<file path="src/shared/octdac_consts.svh">
// Constants for the octal converter serial front end.
`ifndef OCTDAC_CONSTS_SVH
`define OCTDAC_CONSTS_SVH
`define OCTDAC_WORD_BITS    16
`define OCTDAC_CODE_BITS    12
`define OCTDAC_ADDR_MSB     15
`define OCTDAC_ADDR_LSB     12
`define OCTDAC_CODE_RESET   12'h000
`define OCTDAC_MIDSCALE     12'h800
`define OCTDAC_CNT_LAST     5'h10
`define OCTDAC_ADDR_CTRL0   4'h8
`define OCTDAC_ADDR_CTRL1   4'h9
`define OCTDAC_ADDR_PRESET  4'hA
`define OCTDAC_ADDR_RSVD    4'hB
`define OCTDAC_PAIR_BIT     3
`define OCTDAC_CHAN_BIT     3
`endif

</file>
<file path="src/shared/octdac_pkg.sv">
// Types for the octal converter serial front end.
package octdac_pkg;
   typedef enum logic [1:0] {
      OCTDAC_IDLE,
      OCTDAC_SHIFT,
      OCTDAC_HOLD
   } octdac_state_t;
   typedef logic [11:0] octdac_code_t;
endpackage

</file>
<file path="src/core/octdac_frontend.sv">
// Serial input front end: shift register, mode handling, buffer and code registers.
`timescale 1ns/1ps
`include "octdac_consts.svh"

// Function
// RQ1 - Host holds frame sync low whole word
// RQ2 - Early frame sync rise cancels the word
// RQ3 - Word applied on next frame sync rise
// RQ4 - DSP mode accepts a short sync pulse
// RQ5 - Mode input high selects microcontroller mode
// RQ6 - Daisy output is input delayed sixteen clocks
// RQ7 - Power-up clears all converter codes
// RQ8 - Data sampled on serial clock falling edge
// RQ9 - Frame starts on frame sync falling
// RQ10 - Sixteen bits complete one word
// RQ11 - Codes are twelve-bit unsigned values
// RQ12 - Top four bits address, low twelve payload
// RQ13 - Address decodes sixteen destinations; the code writes nothing for reserved address 4'hB
// RQ14 - Codes pass on while load strobe low
// RQ15 - Words arrive most significant bit first
// RQ16 - DSP mode applies after sixteenth edge
module octdac_frontend (
   input  wire logic         i_clk,
   input  wire logic         i_reset,
   input  wire logic         i_sclk,
   input  wire logic         i_sdata,
   input  wire logic         i_frame_sync,
   input  wire logic         i_mode_mcu,
   input  wire logic         i_load_strobe_n,
   output logic              o_daisy_out,
   output logic [95:0]       o_dac_codes,
   output logic [11:0]       o_ctrl0,
   output logic [11:0]       o_ctrl1,
   output logic [11:0]       o_preset
);
   // Synchronisers for all pins.
   logic [4:0] s1_reg;
   logic [4:0] s2_reg;
   logic       sclk_d_reg;
   logic       fs_d_reg;

   always_ff @(posedge i_clk) begin
      if (i_reset) begin
         s1_reg     <= 5'h1F;
         s2_reg     <= 5'h1F;
         sclk_d_reg <= 1'b1;
         fs_d_reg   <= 1'b1;
      end else begin
         s1_reg     <= {i_sclk, i_sdata, i_frame_sync, i_mode_mcu, i_load_strobe_n};
         s2_reg     <= s1_reg;
         sclk_d_reg <= s2_reg[4];
         fs_d_reg   <= s2_reg[2];
      end
   end

   logic sclk_fall;
   logic fs_fall;
   logic fs_rise;
   logic sdata_s;
   logic mcu_mode;
   logic load_n_s;
   assign sclk_fall = sclk_d_reg & ~s2_reg[4]; // RQ8
   assign fs_fall   = fs_d_reg & ~s2_reg[2]; // RQ9
   assign fs_rise   = ~fs_d_reg & s2_reg[2];
   assign sdata_s   = s2_reg[3];
   assign mcu_mode  = s2_reg[1]; // RQ5
   assign load_n_s  = s2_reg[0];

   // Receiver state.
   octdac_pkg::octdac_state_t state_reg;
   octdac_pkg::octdac_state_t state_next;
   logic [15:0] shift_reg;
   logic [15:0] shift_next;
   logic [4:0]  cnt_reg;
   logic [4:0]  cnt_next;
   logic [15:0] daisy_reg;
   logic [15:0] daisy_next;
   logic        daisy_out_next;
   logic        wr_valid;
   logic        wr_ready;

   always_comb begin
      state_next = state_reg;
      shift_next = shift_reg;
      cnt_next   = cnt_reg;
      daisy_next = daisy_reg;
      daisy_out_next = o_daisy_out;
      wr_valid   = 1'b0;
      if (sclk_fall) begin
         daisy_next = {daisy_reg[14:0], sdata_s}; // RQ6
         daisy_out_next = daisy_reg[15]; // RQ6
      end
      case (state_reg)
         octdac_pkg::OCTDAC_IDLE: begin
            if (fs_fall) begin
               state_next = octdac_pkg::OCTDAC_SHIFT; // RQ9
               cnt_next   = 5'h00;
            end
         end
         octdac_pkg::OCTDAC_SHIFT: begin
            if (mcu_mode && fs_rise) begin
               state_next = octdac_pkg::OCTDAC_IDLE; // RQ2 RQ1
            end else if (sclk_fall) begin
               shift_next = {shift_reg[14:0], sdata_s}; // RQ15
               cnt_next   = cnt_reg + 5'h01;
               if (cnt_reg + 5'h01 == `OCTDAC_CNT_LAST) begin
                  state_next = mcu_mode ? octdac_pkg::OCTDAC_HOLD : octdac_pkg::OCTDAC_IDLE; // RQ10
                  wr_valid   = ~mcu_mode; // RQ16 RQ4
                  if (!mcu_mode && !wr_ready) begin
                     state_next = octdac_pkg::OCTDAC_HOLD;
                  end
               end
            end
         end
         octdac_pkg::OCTDAC_HOLD: begin
            if (!mcu_mode || fs_rise || s2_reg[2]) begin
               wr_valid = 1'b1; // RQ3
               if (wr_ready) begin
                  state_next = octdac_pkg::OCTDAC_IDLE;
               end
            end
         end
         default: state_next = octdac_pkg::OCTDAC_IDLE;
      endcase
   end

   logic [15:0] wr_word;
   assign wr_word = (state_reg == octdac_pkg::OCTDAC_HOLD) ? shift_reg : shift_next;

   always_ff @(posedge i_clk) begin
      if (i_reset) begin
         state_reg <= octdac_pkg::OCTDAC_IDLE;
         shift_reg <= 16'h0000;
         cnt_reg   <= 5'h00;
         daisy_reg <= 16'h0000;
      end else begin
         state_reg <= state_next;
         shift_reg <= shift_next;
         cnt_reg   <= cnt_next;
         daisy_reg <= daisy_next;
      end
   end

   // Two-entry buffer between the receiver and the register file.
   logic [15:0] buf_mem [0:1];
   logic        wp_reg;
   logic        rp_reg;
   logic [1:0]  fill_reg;
   logic        wp_next;
   logic        rp_next;
   logic [1:0]  fill_next;
   logic        rd_valid;
   logic        rd_ready;
   logic        push;
   logic        pop;
   logic [15:0] rd_word;
   assign wr_ready = (fill_reg != 2'h2);
   assign rd_valid = (fill_reg != 2'h0);
   assign rd_ready = 1'b1;
   assign push     = wr_valid & wr_ready;
   assign pop      = rd_valid & rd_ready;
   assign rd_word  = buf_mem[rp_reg];

   always_comb begin
      wp_next   = push ? ~wp_reg : wp_reg;
      rp_next   = pop ? ~rp_reg : rp_reg;
      fill_next = fill_reg + {1'b0, push} - {1'b0, pop};
   end

   always_ff @(posedge i_clk) begin
      if (i_reset) begin
         wp_reg   <= 1'b0;
         rp_reg   <= 1'b0;
         fill_reg <= 2'h0;
      end else begin
         wp_reg   <= wp_next;
         rp_reg   <= rp_next;
         fill_reg <= fill_next;
      end
      if (push) begin
         buf_mem[wp_reg] <= wr_word;
      end
   end

   // Register file and converter codes.
   logic [11:0] code_reg [0:7];
   logic [11:0] code_next [0:7];
   logic [11:0] dac_reg [0:7];
   logic [11:0] dac_next [0:7];
   logic [11:0] ctrl0_reg;
   logic [11:0] ctrl1_reg;
   logic [11:0] preset_reg;
   logic [11:0] ctrl0_next;
   logic [11:0] ctrl1_next;
   logic [11:0] preset_next;
   logic [3:0]  addr;
   logic [11:0] data;
   assign addr = rd_word[`OCTDAC_ADDR_MSB:`OCTDAC_ADDR_LSB]; // RQ12
   assign data = rd_word[`OCTDAC_CODE_BITS-1:0]; // RQ11

   always_comb begin
      ctrl0_next  = ctrl0_reg;
      ctrl1_next  = ctrl1_reg;
      preset_next = preset_reg;
      for (int i = 0; i < 8; i++) begin
         code_next[i] = code_reg[i];
         dac_next[i]  = load_n_s ? dac_reg[i] : code_reg[i]; // RQ14
      end
      if (pop) begin
         if (!addr[`OCTDAC_CHAN_BIT]) begin
            code_next[addr[2:0]] = data; // RQ13
         end else if (addr[2]) begin
            code_next[{addr[1:0], 1'b0}] = data;
            code_next[{addr[1:0], 1'b1}] = ~data;
         end else if (addr == `OCTDAC_ADDR_CTRL0) begin
            ctrl0_next = data;
         end else if (addr == `OCTDAC_ADDR_CTRL1) begin
            ctrl1_next = data;
         end else if (addr == `OCTDAC_ADDR_PRESET) begin
            preset_next = data;
         end
      end
   end

   always_ff @(posedge i_clk) begin
      if (i_reset) begin
         for (int i = 0; i < 8; i++) begin
            code_reg[i] <= `OCTDAC_CODE_RESET; // RQ7
            dac_reg[i]  <= `OCTDAC_CODE_RESET;
         end
         ctrl0_reg   <= 12'h000;
         ctrl1_reg   <= 12'h000;
         preset_reg  <= 12'h000;
         o_daisy_out <= 1'b0;
      end else begin
         for (int i = 0; i < 8; i++) begin
            code_reg[i] <= code_next[i];
            dac_reg[i]  <= dac_next[i];
         end
         ctrl0_reg   <= ctrl0_next;
         ctrl1_reg   <= ctrl1_next;
         preset_reg  <= preset_next;
         o_daisy_out <= daisy_out_next; // RQ6
      end
   end

   always_comb begin
      for (int i = 0; i < 8; i++) begin
         o_dac_codes[i*12 +: 12] = dac_reg[i];
      end
      o_ctrl0  = ctrl0_reg;
      o_ctrl1  = ctrl1_reg;
      o_preset = preset_reg;
   end
endmodule

</file>
<file path="config.mk">
export PLATFORM = sky130hd
export DESIGN_NAME = octdac_frontend
export DESIGN_NICKNAME = d
export VERILOG_FILES = /design/src/shared/octdac_pkg.sv /design/src/core/octdac_frontend.sv
export VERILOG_INCLUDE_DIRS = /design/src /design/src/shared
export SDC_FILE = /design/constraint.sdc
export NUM_CORES = 1
export LEC_CHECK = 0
export ABC_AREA = 1
export BUFFER_PORTS_ARGS = -buffer_cell sky130_fd_sc_hd__buf_2
export CORE_MARGIN = 2
export CORE_UTILIZATION = 60
export CTS_BUF_LIST = sky130_fd_sc_hd__clkbuf_4 sky130_fd_sc_hd__clkbuf_8
export CTS_CLUSTER_DIAMETER = 200
export DETAILED_ROUTE_END_ITERATION = 6
export HOLD_SLACK_MARGIN = 0.1
export PLACE_DENSITY = 0.92
export SYNTH_ARGS = -nofsm -noshare
export SYNTH_HDL_FRONTEND = slang
export SYNTH_SLANG_ARGS = --single-unit
</file>
<file path="constraint.sdc">
create_clock -name i_clk -period 2.7 [get_ports i_clk]
set_input_delay 0.135 -clock i_clk [delete_from_list [all_inputs] [get_ports i_clk]]
set_output_delay 0.135 -clock i_clk [all_outputs]
set_load 0.005 [all_outputs]
</file>
==> metrics <==
Final Hold Violating Endpoints 0; gp weighted congestion roughly 0.94; number of enable flip-flop cells after synthesis 32; Mapped Area between 10000 and 15000 sq um; Final Worst Setup Slack about 0.29 ns; count of nets after finishing 1608; area share of the leading cell type in the synthesized netlist 46.9%; post_cts resized 0; TritonCTS sink count 317; number of different library cells in the post-synthesis netlist 35; number of antenna violations at the first check in global routing 0; number of port buffers 139; number of vias after detailed routing 10.6k; Leak 5.87 nW; Critical Path Source Type flip-flop; Relative slew margins a little over half; deepest level of the CTS H-tree 2; post-place setup slack 0.330 ns; initial detailed-routing violation count 1240; largest net degree at the start of global routing 129; Clock Pin Slew Worst Setup and Hold Paths 0.06 ns; cell type with the highest aggregate area in the netlist dfxtp_1; Post-route DRC 0; power per standard cell area 753 nW/um^2; share of synthesized area occupied by flip-flops and latches between 50 and 60%; predominant post-synthesis flop cell dfxtp_1; setup skew after layout 0.0368 ns; core region area 20000 sq um; routed via count divided by cell count 5.56; top post-synthesis cells by count nor2_1, dfxtp_1, o21ai_0; net count after synthesis 1487; number of buffers added by the clock tree synthesis step 48; final sum of negative setup slack 0 ns; layout cells sized above 1 about a fifth; Critical Path Max Stage Delay ~0.73 ns; Max clock buf depth 3; transition at the pin with the smallest max-transition slack 0.704 ns; sum of overflow across all layers after global routing 0; critical path endpoint category flip-flop; Final setup violation count 0; Die Ht 146 um; IR Drop Worst-Case VDD 568 uV; Skew-Pair Late Insertion Delay 0.57 ns; total detailed-routing wirelength 29.8 mm; starting utilization of the core area 60.7%; growth of design area from synthesis to finish 14.9%; cell-by-cell trace of the critical path inv_8 > nand2_2 > nand2_4 > inv_4 > nand2_4 > inv_2 > nand2_1 > a21oi_4 > inv_2 > nor2_1 > nor2_1; Power Total ~11 mW; RSZ-0062 raised after global routing false; largest fanout on the critical path 18; Rows 52; chip width 146 um; I/O Pins 140; Highest Clock Rate ~410 MHz; Req. time, crit path about 3.2 ns; overall global routing resource usage about 27%; run status finished clean; most numerous cell in the Yosys netlist nor2_1; path type of the worst min-delay path input pin to flip-flop; first-pass iteration count of the detailed router 6; number of warning messages in the yosys log 0; wire length of the first global-routing pass 48.3 mm; max cap viols 0; number of fillers in the final layout about 1.5k; final period utilization 89.4%; post-DR wirelength/cell 15.7 um; final HPWL from detailed placement about 19 mm; Tmin final about 2.4 ns; TritonCTS clock tree done; worst path arrival time roughly 2.9 ns; via count of the first global-routing pass 9981; WS Path Type flip-flop to flip-flop; Final Max Slew Viols 0; average size of a mapped cell 8.25 sq um; share of flip-flops with an asynchronous set or reset 0%; Synth Register Bits 317; Antenna Diode Count 0; dominant cells by area after synthesis dfxtp_1, nor2_1, o21ai_0; cell with the largest stage delay on the worst path dfxtp_1; cell at the root of the clock tree clkbuf_8; Cells after Synth 1475; Detail Route Antenna Nets 0; Die ar. between 20000 and 25000 sq um
## critical path: cells and delay by family (launching register included)
family | cells | cell delay (ns)
buffers and inverters | 4 | 0.57
flip-flops | 1 | 0.73
AO/OA/AOI/OAI | 1 | 0.33
AND/OR/NAND/NOR | 6 | 0.70
## routing by layer
metal  GRT usage, %  share of wire (%)  wire length (um)  vias to the layer above
met5              0                  0                 0                        -
li1               -                  -                 -                     5119
met1           34.0                 39             11600                     4786
met2           43.8                 46             13800                      527
met4           15.1                5.1              1530                        0
met3           7.31                9.7              2880                      132
## kinds of logic (layout without fill, tap and decap cells)
logic type	Yosys count	in the layout	share of synthesized area, %
AO/OA/AOI/OAI	404	404	18.0
XOR/XNOR	1	1	0.0720
adder cells (fa/ha/maj)	5	5	0.514
buffers and inverters	154	308	5.69
flip-flops	317	317	54.8
multiplexers	14	14	1.15
AND/OR/NAND/NOR	580	580	19.8
## stage by stage
stage / cells / cell area [sq um] / hold WS, ns / util, %
finish: 1899 / 14000 / 0.305 / 69.8
global route: 1899 / 14000 / 0.313 / 69.8
detailed placement: 1810 / 12900 / 0.323 / 64.6
CTS: 1899 / 14000 / 0.281 / 69.8
global placement: 1810 / 12900 / 0.317 / 64.6
floorplan: 1475 / 12200 / 0.239 / -
## area by class of cell
cell class / count / area (sq um) / share of cell area, %
Clock buffer: 73 / 911 / 6.51
Clock inverter: 10 / 78.8 / 0.564
Inverter: 58 / 233 / 1.66
Multi-Input combinational cell: 1004 / 4810 / 34.4
Sequential cell: 317 / 6670 / 47.7
Tap cell: 270 / 338 / 2.42
Timing Repair Buffer: 167 / 946 / 6.76
## power by group
| part | switching (mW) | internal [mW] | total, mW |
|---|---|---|---|
| Combinational | 1.05 | 0.434 | 1.49 |
| Clock | 1.75 | 2.24 | 4.00 |
| Sequential | 0.106 | 4.94 | 5.05 |
## layout by cell type (no fill, tap or decap), drive strengths merged, types with 12 or more instances in the layout
cell type	instances
buf	161
nand2	159
nor2	347
inv	58
dfxtp	285
edfxtp	32
nand3	50
clkbuf	73
mux2i	14
a21oi	141
o22ai	12
o21ai	245
or2	22
## timing repair
| item | 4_1_cts | 5_1_grt |
|---|---|---|
| endpoints found under the hold margin | 7 | 0 |
| setup buffers | 0 | 0 |
| hold buffers | 6 | 0 |
## path summary, 6_finish.rpt
kind         startpoint               to  slack (ns)  cells after the start
min             i_sdata        s1_reg[3]        0.30                      3
max           flip-flop  code_reg[1][14]        0.29                     11
min reg2reg   s1_reg[2]        s2_reg[2]        0.41                      1
max reg2reg   flip-flop  code_reg[1][14]        0.29                     11
Power figures use the tool's default switching activity.
